<file path="src/gpc_defines.vh">
// register map, field layout and reset values of the gpio pad config block
// Contract
// - pull/direction field 9:8 decodes: 00 in, 01 pull-up, 10 pull-down, 11 output.
// - pull/direction field resets to 2: input with pull-down.
// - analog function makes the pull/direction field irrelevant to the pad.
// - port 0 rail select at bits 7:0 of the port 0/1 rail register.
// - port 1 rail select at bits 13:8, bit 8 is pin 0.
// - port 2 rail select at bits 9:0, bits 15:10 reserved.
// - port 3 rail select at bits 7:0, bits 15:8 reserved.
// - rail bit set selects 1 V, clear selects 3 V; reset clears all.
// - port 3 data write loads latch; read returns pin levels; latch resets zero.
// - set register write sets latch bits written one; reads zero.
// - clear register write clears latch bits written one; reads zero.
`ifndef GPC_DEFINES_VH
`define GPC_DEFINES_VH
`define GPC_AW 32
`define GPC_DW 16
`define GPC_ADDR_P29_CFG 32'h50003058
`define GPC_ADDR_P01_RAIL 32'h50003070
`define GPC_ADDR_P2_RAIL 32'h50003072
`define GPC_ADDR_P3_RAIL 32'h50003074
`define GPC_ADDR_P3_LEVEL 32'h50003080
`define GPC_ADDR_PORT3_SET_BITS 32'h50003082
`define GPC_ADDR_P3_CLR 32'h50003084
`define GPC_ADDR_P30_CFG 32'h50003086
`define GPC_PULL_DIRECTION_SEL_HI 9
`define GPC_PULL_DIRECTION_SEL_LO 8
`define GPC_FUNC_HI 4
`define GPC_FUNC_LO 0
`define GPC_P0_HI 7
`define GPC_P0_LO 0
`define GPC_P1_HI 13
`define GPC_P1_LO 8
`define GPC_P2_HI 9
`define GPC_P3_HI 7
`define GPC_PULL_DIRECTION_SEL_RESET 2'h2
`define GPC_PULL_DIRECTION_SEL_IN 2'h0
`define GPC_PULL_DIRECTION_SEL_PU 2'h1
`define GPC_PULL_DIRECTION_SEL_PD 2'h2
`define GPC_PULL_DIRECTION_SEL_OUT 2'h3
`define GPC_FUNC_RESET 5'h00
`define GPC_FUNC_GPIO 5'h00
`define GPC_FUNC_ANALOG 5'h0F
`define GPC_ZERO16 16'h0000
`endif

</file>
<file path="src/gpc_top.v">
// gpio pad configuration, rail select and port 3 data registers
`default_nettype none
`include "gpc_defines.vh"
module gpc_top #(
  parameter [4:0] ANALOG_FUNC = `GPC_FUNC_ANALOG
) (
  input wire sys_clk,
  input wire reset_n,
  input wire [31:0] addr,
  input wire [15:0] wdata,
  input wire wr_en,
  input wire rd_en,
  output reg [15:0] rdata,
  input wire [7:0] port3_pin_in,
  output wire [7:0] port3_pin_out,
  output wire [7:0] port3_pin_oe,
  output wire [7:0] port0_rail_sel,
  output wire [5:0] port1_rail_sel,
  output wire [9:0] port2_rail_sel,
  output wire [7:0] port3_rail_sel,
  output wire [1:0] pin_pull_up,
  output wire [1:0] pin_pull_down,
  output wire [1:0] pin_out_en,
  output wire [1:0] pin_analog,
  output wire [9:0] pin_function_sel
);
  reg rst_s1_q;
  reg rst_s2_q;
  wire rst_n;
  // release synchronised, assertion stays asynchronous
  always @(posedge sys_clk or negedge reset_n) begin
    if (!reset_n) begin
      rst_s1_q <= 1'b0;
      rst_s2_q <= 1'b0;
    end else begin
      rst_s1_q <= 1'b1;
      rst_s2_q <= rst_s1_q;
    end
  end
  assign rst_n = rst_s2_q;

  // pins are asynchronous to sys_clk
  reg [7:0] pin_s1_q;
  reg [7:0] pin_s2_q;
  always @(posedge sys_clk or negedge rst_n) begin
    if (!rst_n) begin
      pin_s1_q <= 8'h00;
      pin_s2_q <= 8'h00;
    end else begin
      pin_s1_q <= port3_pin_in;
      pin_s2_q <= pin_s1_q;
    end
  end

  reg [1:0] pull_direction_sel_q [0:1];
  reg [4:0] func_q [0:1];
  reg [7:0] p0_rail_q;
  reg [5:0] p1_rail_q;
  reg [9:0] p2_rail_q;
  reg [7:0] p3_rail_q;
  reg [7:0] port3_level_q;
  reg [7:0] port3_level_d;
  reg [15:0] rdata_d;
  wire [31:0] cfg_addr [0:1];
  assign cfg_addr[0] = `GPC_ADDR_P29_CFG;
  assign cfg_addr[1] = `GPC_ADDR_P30_CFG;

  genvar i;
  generate
    for (i = 0; i < 2; i = i + 1) begin : g_cfg
      wire analog = (func_q[i] == ANALOG_FUNC);
      always @(posedge sys_clk or negedge rst_n) begin
        if (!rst_n) begin
          pull_direction_sel_q[i] <= `GPC_PULL_DIRECTION_SEL_RESET;
          func_q[i] <= `GPC_FUNC_RESET;
        end else if (wr_en && addr == cfg_addr[i]) begin
          pull_direction_sel_q[i] <= wdata[`GPC_PULL_DIRECTION_SEL_HI:`GPC_PULL_DIRECTION_SEL_LO];
          func_q[i] <= wdata[`GPC_FUNC_HI:`GPC_FUNC_LO];
        end
      end
      // analog pads ignore the pull field entirely
      assign pin_pull_up[i] = !analog && pull_direction_sel_q[i] == `GPC_PULL_DIRECTION_SEL_PU;
      assign pin_pull_down[i] = !analog && pull_direction_sel_q[i] == `GPC_PULL_DIRECTION_SEL_PD;
      assign pin_out_en[i] = !analog && pull_direction_sel_q[i] == `GPC_PULL_DIRECTION_SEL_OUT;
      assign pin_analog[i] = analog;
      assign pin_function_sel[5*i+4:5*i] = func_q[i];
    end
  endgenerate

  // rail registers; buck-mode safety is left to software, no hardware interlock
  always @(posedge sys_clk or negedge rst_n) begin
    if (!rst_n) begin
      p0_rail_q <= 8'h00;
      p1_rail_q <= 6'h00;
      p2_rail_q <= 10'h000;
      p3_rail_q <= 8'h00;
    end else if (wr_en) begin
      if (addr == `GPC_ADDR_P01_RAIL) begin
        p0_rail_q <= wdata[`GPC_P0_HI:`GPC_P0_LO];
        p1_rail_q <= wdata[`GPC_P1_HI:`GPC_P1_LO];
      end
      if (addr == `GPC_ADDR_P2_RAIL) begin
        p2_rail_q <= wdata[`GPC_P2_HI:0];
      end
      if (addr == `GPC_ADDR_P3_RAIL) begin
        p3_rail_q <= wdata[`GPC_P3_HI:0];
      end
    end
  end
  assign port0_rail_sel = p0_rail_q;
  assign port1_rail_sel = p1_rail_q;
  assign port2_rail_sel = p2_rail_q;
  assign port3_rail_sel = p3_rail_q;

  always @* begin
    port3_level_d = port3_level_q;
    if (wr_en && addr == `GPC_ADDR_P3_LEVEL) begin
      port3_level_d = wdata[`GPC_P3_HI:0];
    end else if (wr_en && addr == `GPC_ADDR_PORT3_SET_BITS) begin
      port3_level_d = port3_level_q | wdata[`GPC_P3_HI:0];
    end else if (wr_en && addr == `GPC_ADDR_P3_CLR) begin
      port3_level_d = port3_level_q & ~wdata[`GPC_P3_HI:0];
    end
  end
  always @(posedge sys_clk or negedge rst_n) begin
    if (!rst_n) begin
      port3_level_q <= 8'h00;
    end else begin
      port3_level_q <= port3_level_d;
    end
  end
  assign port3_pin_out = port3_level_q;
  // port 3 pin 0 direction comes from the P30 pin config only; others stay driven
  assign port3_pin_oe = {7'h7F, pin_out_en[1]};

  always @* begin
    rdata_d = `GPC_ZERO16;
    if (rd_en) begin
      case (addr)
        `GPC_ADDR_P29_CFG: rdata_d = {6'h00, pull_direction_sel_q[0], 3'h0, func_q[0]};
        `GPC_ADDR_P30_CFG: rdata_d = {6'h00, pull_direction_sel_q[1], 3'h0, func_q[1]};
        `GPC_ADDR_P01_RAIL: rdata_d = {2'h0, p1_rail_q, p0_rail_q};
        `GPC_ADDR_P2_RAIL: rdata_d = {6'h00, p2_rail_q};
        `GPC_ADDR_P3_RAIL: rdata_d = {8'h00, p3_rail_q};
        `GPC_ADDR_P3_LEVEL: rdata_d = {8'h00, pin_s2_q};
        `GPC_ADDR_PORT3_SET_BITS: rdata_d = `GPC_ZERO16;
        `GPC_ADDR_P3_CLR: rdata_d = `GPC_ZERO16;
        default: rdata_d = `GPC_ZERO16;
      endcase
    end
  end
  always @(posedge sys_clk or negedge rst_n) begin
    if (!rst_n) begin
      rdata <= `GPC_ZERO16;
    end else begin
      rdata <= rdata_d;
    end
  end
endmodule
`default_nettype wire

</file>
<file path="config.mk">
export PLATFORM = sky130hd
export DESIGN_NAME = gpc_top
export DESIGN_NICKNAME = d
export VERILOG_FILES = /design/src/gpc_top.v
export VERILOG_INCLUDE_DIRS = /design/src /design/src/src
export SDC_FILE = /design/constraint.sdc
export NUM_CORES = 1
export LEC_CHECK = 0
export ABC_AREA = 1
export BUFFER_PORTS_ARGS = -buffer_cell sky130_fd_sc_hd__buf_2
export CAP_MARGIN = 20
export CORE_MARGIN = 2
export CORE_UTILIZATION = 50
export DETAILED_ROUTE_END_ITERATION = 6
export GPL_TIMING_DRIVEN = 0
export PLACE_DENSITY = 0.8
export SLEW_MARGIN = 20
export SYNTH_ARGS = -nofsm -noshare
export SYNTH_HDL_FRONTEND = slang
export SYNTH_SLANG_ARGS = --single-unit
</file>
<file path="constraint.sdc">
create_clock -name sys_clk -period 3.2 [get_ports sys_clk]
set_input_delay 0.48 -clock sys_clk [delete_from_list [all_inputs] [get_ports sys_clk]]
set_output_delay 0.48 -clock sys_clk [all_outputs]
set_load 0.01 [all_outputs]
</file>
==> results of run 1 <==
metal layers:
metal	GRT usage	up-vias	wire (um)
met5	0	-	0
met4	0.0954	0	256
met3	0.0594	26	1100
met2	0.432	219	5170
met1	0.322	1736	4320
li1	-	1818	-
sequential cells by signal, indices dropped and copies added, names as in the netlist, named ones only:
register	flops
pin_function_sel	10
port2_rail_sel	10
port0_rail_sel	8
pin_s2_q	8
pull_direction_sel_q	4
pin_s1_q	8
rst_s1_q	1
rst_n	1
port1_rail_sel	6
port3_rail_sel	8
rdata	14
worst reg2reg max path: cells and delay by family, from the launching register on:
family / cells / cell delay [ns]
compound gates: 1 / 0.22
flops: 1 / 0.56
buf+inv: 1 / 0.07
simple gates: 2 / 0.19
power breakdown:
group          switching [mW]  leakage, nW  total (mW)  internal (mW)
Sequential            0.00935         1.15        1.11           1.10
Combinational          0.0686         1.61       0.114         0.0457
Clock                   0.388       0.0935       0.750          0.362
Yosys cell counts (all sizes together):
cell type | count | share of area
buf | 23 | 0.042
clkbuf | 1 | 0.00093
conb | 2 | 0.0019
dfrtp | 84 | 0.52
dfstp | 2 | 0.013
inv | 49 | 0.046
nand2 | 149 | 0.14
nand3 | 58 | 0.076
nand4 | 3 | 0.0047
nor2 | 56 | 0.061
nor3 | 12 | 0.022
nor4 | 2 | 0.0031
o21ai | 44 | 0.064
placed cells by master, fill, tap and decap left out, drive strengths merged:
master and instances:
dfstp 2, nor2 56, bufinv 1, nor4 2, o21ai 44, nand3 58
inv 49, dlygate4sd3 1, nand4 3, clkbuf 12, dfrtp 84, nand2 149
conb 10, clkinvlp 1, nor3 12, buf 154, clkinv 3
stage by stage:
stage          utilization  area (um2)  hold slack (ns)  total power [mW]
2_1_floorplan            -        4070            0.184              1.18
3_3_place_gp         0.624        4840            0.265              1.23
3_5_place_dp         0.628        4870            0.241              1.24
4_1_cts              0.654        5080            0.212              1.98
5_1_grt              0.654        5080            0.211              2.03
6_report             0.654        5080            0.217              1.97
repair_timing:
| item | in CTS | in global routing |
|---|---|---|
| gates resized for setup | 0 | 0 |
| hold buffers | 1 | 0 |
| hold endpoints to repair | 2 | 0 |
path summary, 6_finish.rpt:
| path | startpoint | slack [ns] | endpoint |
|---|---|---|---|
| worst max-delay path | pin_function_sel[9] | 1.03 | port3_pin_oe[0] |
| worst min-delay path | port3_pin_in[4] | 0.22 | pin_s1_q[4] |
| worst max register to register | pull_direction_sel_q[1] | 2.10 | rdata[9] |
| worst min register to register | rst_n | 0.24 | pin_function_sel[9] |
| max in group asynchronous | rst_n | 2.37 | port0_rail_sel[4] |
| min in group asynchronous | rst_n | 0.24 | pin_function_sel[9] |
cell type report:
| type | instances | share of cell area |
|---|---|---|
| plain buffers | 24 | 0.0345 |
| clock buffers | 11 | 0.0259 |
| clock inverters | 5 | 0.0118 |
| inverters | 49 | 0.0362 |
| multi-input cells | 334 | 0.306 |
| flip-flops and latches | 86 | 0.425 |
| well taps | 102 | 0.0251 |
| repair buffers | 132 | 0.136 |
kinds of logic (layout without fill, tap and decap cells):
group                  count (synthesis)  in the layout  share of synthesized area
AOI/OAI and AO/OA                     44             44                     0.0639
buffers and inverters                 73            221                     0.0890
DFF                                   86             86                      0.534
other                                  2             10                    0.00186
and+or+nand+nor                      280            280                      0.311
==> run_summary.xml, run 1 <==
<?xml version="1.0" encoding="UTF-8"?>
<metrics>
  <group name="drt">
    <metric name="average_wire_per_cell_in_the_routed_design" unit="um">14.6</metric>
    <metric name="drt_iter0_drc" unit="">301</metric>
    <metric name="drt_wl_total" unit="um">10800</metric>
    <metric name="number_of_iterations_in_the_first_detailed_routing_pass" unit="">5</metric>
    <metric name="detail-route-antenna-nets" unit="">0</metric>
    <metric name="via_per_inst" unit="">5.11</metric>
    <metric name="via_count" unit="">3799</metric>
    <metric name="drc" unit="">0</metric>
  </group>
  <group name="global_route">
    <metric name="first_pass_grt_wire_length" unit="um">17200</metric>
    <metric name="gr-usage-all-layers" unit="">0.256</metric>
    <metric name="antenna_found_initial" unit="">0</metric>
    <metric name="grt_max_degree" unit="">63</metric>
    <metric name="first_global_vias" unit="">3648</metric>
    <metric name="grt_overflow" unit="">0</metric>
  </group>
  <group name="final_layout">
    <metric name="syn2layout_area_growth" unit="%">25.8</metric>
    <metric name="fill_cells" unit="">665</metric>
    <metric name="insertedDiodeCount" unit="">0</metric>
    <metric name="final_net_count" unit="">696</metric>
    <metric name="multi_input_area" unit="mm2">0.00155</metric>
    <metric name="layout-drive-gt1-share" unit="">0.312</metric>
    <metric name="layout.cells.non_filler" unit="">743</metric>
    <metric name="register_area" unit="mm2">0.00216</metric>
  </group>
  <group name="timing">
    <metric name="timing.setup.tns" unit="ns">0</metric>
    <metric name="max_slew.worst_pin.slew" unit="ns">0.708</metric>
    <metric name="min_period" unit="ns">2.17</metric>
    <metric name="timing_hold_violations_final" unit="">0</metric>
    <metric name="finalCritPeriodShare" unit="">0.679</metric>
    <metric name="grt_setup_unrepaired" unit="">false</metric>
    <metric name="final.setup_skew" unit="ns">0.0102</metric>
    <metric name="max_slew_violation_count" unit="">0</metric>
    <metric name="timing.final.ws_setup" unit="ns">1.03</metric>
    <metric name="slew_headroom" unit="">0.526</metric>
    <metric name="fmax" unit="GHz">0.460</metric>
    <metric name="setup_viol" unit="">0</metric>
  </group>
  <group name="worst_hold_path">
    <metric name="hold_class" unit="">in2reg</metric>
    <metric name="worstHoldPathCells" unit="">1</metric>
  </group>
  <group name="synthesis">
    <metric name="synth.cell_area" unit="mm2">0.00404</metric>
    <metric name="synthDistinctLibCells" unit="">27</metric>
    <metric name="syn_avg_cell_area" unit="um2">8.32</metric>
    <metric name="yosysSeqAreaShare" unit="">0.534</metric>
    <metric name="synthesis.instances" unit="">485</metric>
    <metric name="synth.ff_latch_count" unit="">86</metric>
    <metric name="synth-warning-count" unit="">0</metric>
  </group>
  <group name="clocking">
    <metric name="path_clk_slew" unit="ns">0.09</metric>
    <metric name="cts_num_sinks" unit="">86</metric>
    <metric name="maximum_root_to_sink_buffer_count" unit="">2</metric>
    <metric name="clock_tree.htree_level_count" unit="">3</metric>
    <metric name="clk_latency" unit="ns">0.37</metric>
    <metric name="clock_tree_from_tritoncts" unit="">built</metric>
    <metric name="cts.repair_timing.setup_buffer_count" unit="">0</metric>
    <metric name="tritoncts.num_buffers" unit="">9</metric>
    <metric name="cts-root-buf" unit="">clkbuf_8</metric>
  </group>
  <group name="critical_path">
    <metric name="timing.reg2reg.worst_path_depth" unit="">4</metric>
    <metric name="critical_path_cell_count" unit="">4</metric>
    <metric name="critPathLaunchType" unit="">flip-flop</metric>
    <metric name="criticalPathCategory" unit="">reg2out</metric>
    <metric name="critical_path_peak_fanout" unit="">5</metric>
    <metric name="crit_slowest_cell" unit="">nor4_1</metric>
    <metric name="cp_top_family" unit="">simple AND/OR/NAND/NOR gates</metric>
    <metric name="worst_ep_required_time" unit="ns">2.72</metric>
    <metric name="cp_cell_sequence" unit="">nor4_1 -&gt; nor3_1 -&gt; buf_4 -&gt; buf_2</metric>
    <metric name="timing.critical_path.to_type" unit="">primary output</metric>
    <metric name="endpoint_arrival_time_on_the_critical_path" unit="ns">1.69</metric>
    <metric name="cp_slowest_stage_delay" unit="ns">0.50</metric>
    <metric name="path_buf_inv" unit="">2</metric>
  </group>
  <group name="floorplanning">
    <metric name="die_width" unit="um">93.8</metric>
    <metric name="effective_utilization_at_floorplan" unit="">0.519</metric>
    <metric name="core-area" unit="mm2">0.00777</metric>
    <metric name="core.rowCount" unit="">32</metric>
    <metric name="die_h" unit="um">93.8</metric>
    <metric name="io_pins" unit="">142</metric>
    <metric name="floorplan.die_area" unit="mm2">0.00881</metric>
  </group>
  <group name="pwr">
    <metric name="pwr_density_cell" unit="mW/mm2">388</metric>
    <metric name="lkg_pwr" unit="nW">2.86</metric>
    <metric name="worst_ir_drop_vdd" unit="mV">0.320</metric>
  </group>
  <group name="placed_design">
    <metric name="buffer_ports.inserted" unit="">130</metric>
    <metric name="finalWeightedCongestion" unit="">0.910</metric>
    <metric name="pre_cts_slack" unit="ns">1.08</metric>
    <metric name="place_inst" unit="">726</metric>
    <metric name="detailed_place_hpwl" unit="um">8140</metric>
  </group>
  <group name="run_status">
    <metric name="run_status" unit="">finished clean</metric>
  </group>
  <group name="flow_run">
    <metric name="cap_violations" unit="">0</metric>
  </group>
</metrics>
No activity file was read; power rests on OpenSTA's default activity.
==> run 2: changes to the inputs <==
Settings changed: CORE_UTILIZATION 50 to 45, PLACE_DENSITY 0.8 to 0.76.
Clock period 3.2 ns to 1.85 ns, I/O delays scaled along.
==> run 2 against run 1 <==
Compared with the run above: critical path depth up 1; sequential share of layout area shrank 1.0 points; total power rose by 88%; utilization down 5.7 points; die area grew 11%; combinational power is 67% higher; non-clock buffer count up 6; clock-buffer cell count is 1 lower; via count is essentially flat; clock skew is 0.0028 ns lower; sequential cell count is the same; first-iteration DRC count fell by 30%; highest routed layer unchanged.
==> run_summary.xml, run 2 (synthesized netlist as in run 1, its figures left out) <==
<?xml version="1.0" encoding="UTF-8"?>
<metrics>
  <group name="final_layout">
    <metric name="fill_cells" unit="">786</metric>
    <metric name="layout.cells.non_filler" unit="">755</metric>
    <metric name="largest_register_by_flop_count" unit="">rdata</metric>
    <metric name="final_net_count" unit="">702</metric>
    <metric name="final_common_cell" unit="">nand2_1</metric>
    <metric name="mostFrequentLayoutCells" unit="">nand2_1, buf_2, dfrtp_1</metric>
    <metric name="register_area" unit="mm2">0.00216</metric>
    <metric name="syn2layout_area_growth" unit="%">29.0</metric>
    <metric name="insertedDiodeCount" unit="">0</metric>
    <metric name="max_reg_flops" unit="">14</metric>
    <metric name="multi_input_area" unit="mm2">0.00158</metric>
    <metric name="final_core_utilization" unit="">0.597</metric>
    <metric name="layout-drive-gt1-share" unit="">0.331</metric>
  </group>
  <group name="drt">
    <metric name="drc" unit="">0</metric>
    <metric name="average_wire_per_cell_in_the_routed_design" unit="um">14.4</metric>
    <metric name="drt_wl_total" unit="um">10900</metric>
    <metric name="detail-route-antenna-nets" unit="">0</metric>
    <metric name="drt_iter0_drc" unit="">210</metric>
    <metric name="via_count" unit="">3798</metric>
    <metric name="number_of_iterations_in_the_first_detailed_routing_pass" unit="">5</metric>
    <metric name="via_per_inst" unit="">5.03</metric>
  </group>
  <group name="timing">
    <metric name="max_slew.worst_pin.slew" unit="ns">0.620</metric>
    <metric name="final.setup_skew" unit="ns">0.00742</metric>
    <metric name="min_period" unit="ns">1.76</metric>
    <metric name="max_slew_violation_count" unit="">0</metric>
    <metric name="timing.setup.tns" unit="ns">0</metric>
    <metric name="finalCritPeriodShare" unit="">0.949</metric>
    <metric name="grt_setup_unrepaired" unit="">true</metric>
    <metric name="setup_viol" unit="">0</metric>
    <metric name="slew_headroom" unit="">0.585</metric>
    <metric name="fmax" unit="GHz">0.569</metric>
    <metric name="timing.final.ws_setup" unit="ns">0.0939</metric>
    <metric name="timing_hold_violations_final" unit="">0</metric>
  </group>
  <group name="placed_design">
    <metric name="buffer_ports.inserted" unit="">130</metric>
    <metric name="place_inst" unit="">732</metric>
    <metric name="pre_cts_slack" unit="ns">-0.101</metric>
    <metric name="finalWeightedCongestion" unit="">0.855</metric>
    <metric name="detailed_place_hpwl" unit="um">8440</metric>
  </group>
  <group name="critical_path">
    <metric name="critPathLaunchType" unit="">flip-flop</metric>
    <metric name="cp_top_family" unit="">flip-flops</metric>
    <metric name="criticalPathCategory" unit="">reg2out</metric>
    <metric name="worst_ep_required_time" unit="ns">1.57</metric>
    <metric name="critical_path_peak_fanout" unit="">3</metric>
    <metric name="path_buf_inv" unit="">3</metric>
    <metric name="cp_cell_sequence" unit="">inv_2 -&gt; nor4_4 -&gt; buf_4 -&gt; nor3_2 -&gt; buf_2</metric>
    <metric name="timing.critical_path.to_type" unit="">primary output</metric>
    <metric name="cp_slowest_stage_delay" unit="ns">0.38</metric>
    <metric name="r2r-end" unit="">rdata[9]</metric>
    <metric name="timing.reg2reg.worst_path_depth" unit="">4</metric>
    <metric name="reg2reg_setup_slack" unit="ns">0.79</metric>
    <metric name="reg2reg_from" unit="">pull_direction_sel_q[1]</metric>
    <metric name="crit_slowest_cell" unit="">dfrtp_1</metric>
    <metric name="critical_path_cell_count" unit="">5</metric>
    <metric name="endpoint_arrival_time_on_the_critical_path" unit="ns">1.48</metric>
  </group>
  <group name="global_route">
    <metric name="first_global_vias" unit="">3699</metric>
    <metric name="antenna_found_initial" unit="">0</metric>
    <metric name="grt_max_degree" unit="">45</metric>
    <metric name="grt_overflow" unit="">0</metric>
    <metric name="gr-usage-all-layers" unit="">0.235</metric>
    <metric name="first_pass_grt_wire_length" unit="um">18000</metric>
  </group>
  <group name="clocking">
    <metric name="clock_tree.htree_level_count" unit="">3</metric>
    <metric name="maximum_root_to_sink_buffer_count" unit="">2</metric>
    <metric name="path_clk_slew" unit="ns">0.09</metric>
    <metric name="tritoncts.num_buffers" unit="">9</metric>
    <metric name="cts_num_sinks" unit="">86</metric>
    <metric name="cts-root-buf" unit="">clkbuf_8</metric>
    <metric name="clk_latency" unit="ns">0.36</metric>
    <metric name="clock_tree_from_tritoncts" unit="">built</metric>
  </group>
  <group name="floorplanning">
    <metric name="io_pins" unit="">142</metric>
    <metric name="core-area" unit="mm2">0.00872</metric>
    <metric name="die_h" unit="um">98.7</metric>
    <metric name="floorplan.die_area" unit="mm2">0.00974</metric>
    <metric name="effective_utilization_at_floorplan" unit="">0.463</metric>
    <metric name="die_width" unit="um">98.7</metric>
    <metric name="core.rowCount" unit="">34</metric>
  </group>
  <group name="pwr">
    <metric name="lkg_pwr" unit="nW">2.92</metric>
    <metric name="worst_ir_drop_vdd" unit="mV">0.623</metric>
    <metric name="pwr_density_cell" unit="mW/mm2">713</metric>
    <metric name="report.power.total" unit="mW">3.71</metric>
  </group>
  <group name="worst_hold_path">
    <metric name="worstHoldPathCells" unit="">1</metric>
    <metric name="hold_class" unit="">in2reg</metric>
    <metric name="min_from" unit="">port3_pin_in[5]</metric>
    <metric name="whs_endpoint" unit="">pin_s1_q[5]</metric>
  </group>
  <group name="flow_run">
    <metric name="cap_violations" unit="">0</metric>
  </group>
  <group name="run_status">
    <metric name="run_status" unit="">finished clean</metric>
  </group>
</metrics>
## run 2: worst max path at each step
stage / startpoint / to / slack (ns)
2_1_floorplan: addr[8] / port0_rail_sel[0] / 0.34
3_3_place_gp: rst_n / rdata[10] / -0.02
3_5_place_dp: addr[25] / flip-flop / -0.10
4_1_cts: pin_function_sel[7] / port3_pin_oe[0] / 0.06
5_1_grt: pin_function_sel[5] / pin_pull_down[1] / -0.02
6_report: pin_function_sel[5] / pin_pull_down[1] / 0.09
## run 2: what timing repair did
action | CTS | global route
hold buffers | 1 | 0
resized for setup | 2 | 5
hold endpoints to repair | 2 | 0
cloned | 0 | 0
endpoints found under the setup margin | 4 | 3
pin swaps | 1 | 1
setup buffers | 5 | 1
## run 2: through the flow
step | cell area, um2 | hold slack (ns)
finish | 5200 | 0.0252
global route | 5200 | 0.00323
CTS | 5180 | 0.0155
detailed placement | 4870 | 0.0661
global placement | 4850 | 0.0641
floorplan | 4070 | -0.0181
## run 2: final cells by class
cell class / instances / area share
clock inverter: 6 / 0.0209
timing repair buffer: 138 / 0.139
buffer: 24 / 0.0337
inverter: 49 / 0.0353
sequential: 86 / 0.415
clock buffer: 10 / 0.0264
multi-input combinational: 334 / 0.303
tap: 108 / 0.0260
## run 2: where the power goes
part | internal [mW] | switching, mW
clock network | 0.931 | 0.668
registers | 1.90 | 0.0230
logic | 0.0775 | 0.113
## run 2: routing by layer
metal / up-vias / track usage / part of all wire
met4: 0 / 0.0906 / 0.024
li1: 1830 / - / -
met5: - / 0 / 0
met1: 1784 / 0.318 / 0.43
met3: 23 / 0.0610 / 0.078
met2: 161 / 0.367 / 0.47
## run 2: worst register-to-register path, cell delays in order (launching register included)
cell and delay (ns):
dfstp_2 0.55, inv_1 0.08, o21ai_0 0.17, nor2_1 0.08, nor2_1 0.11
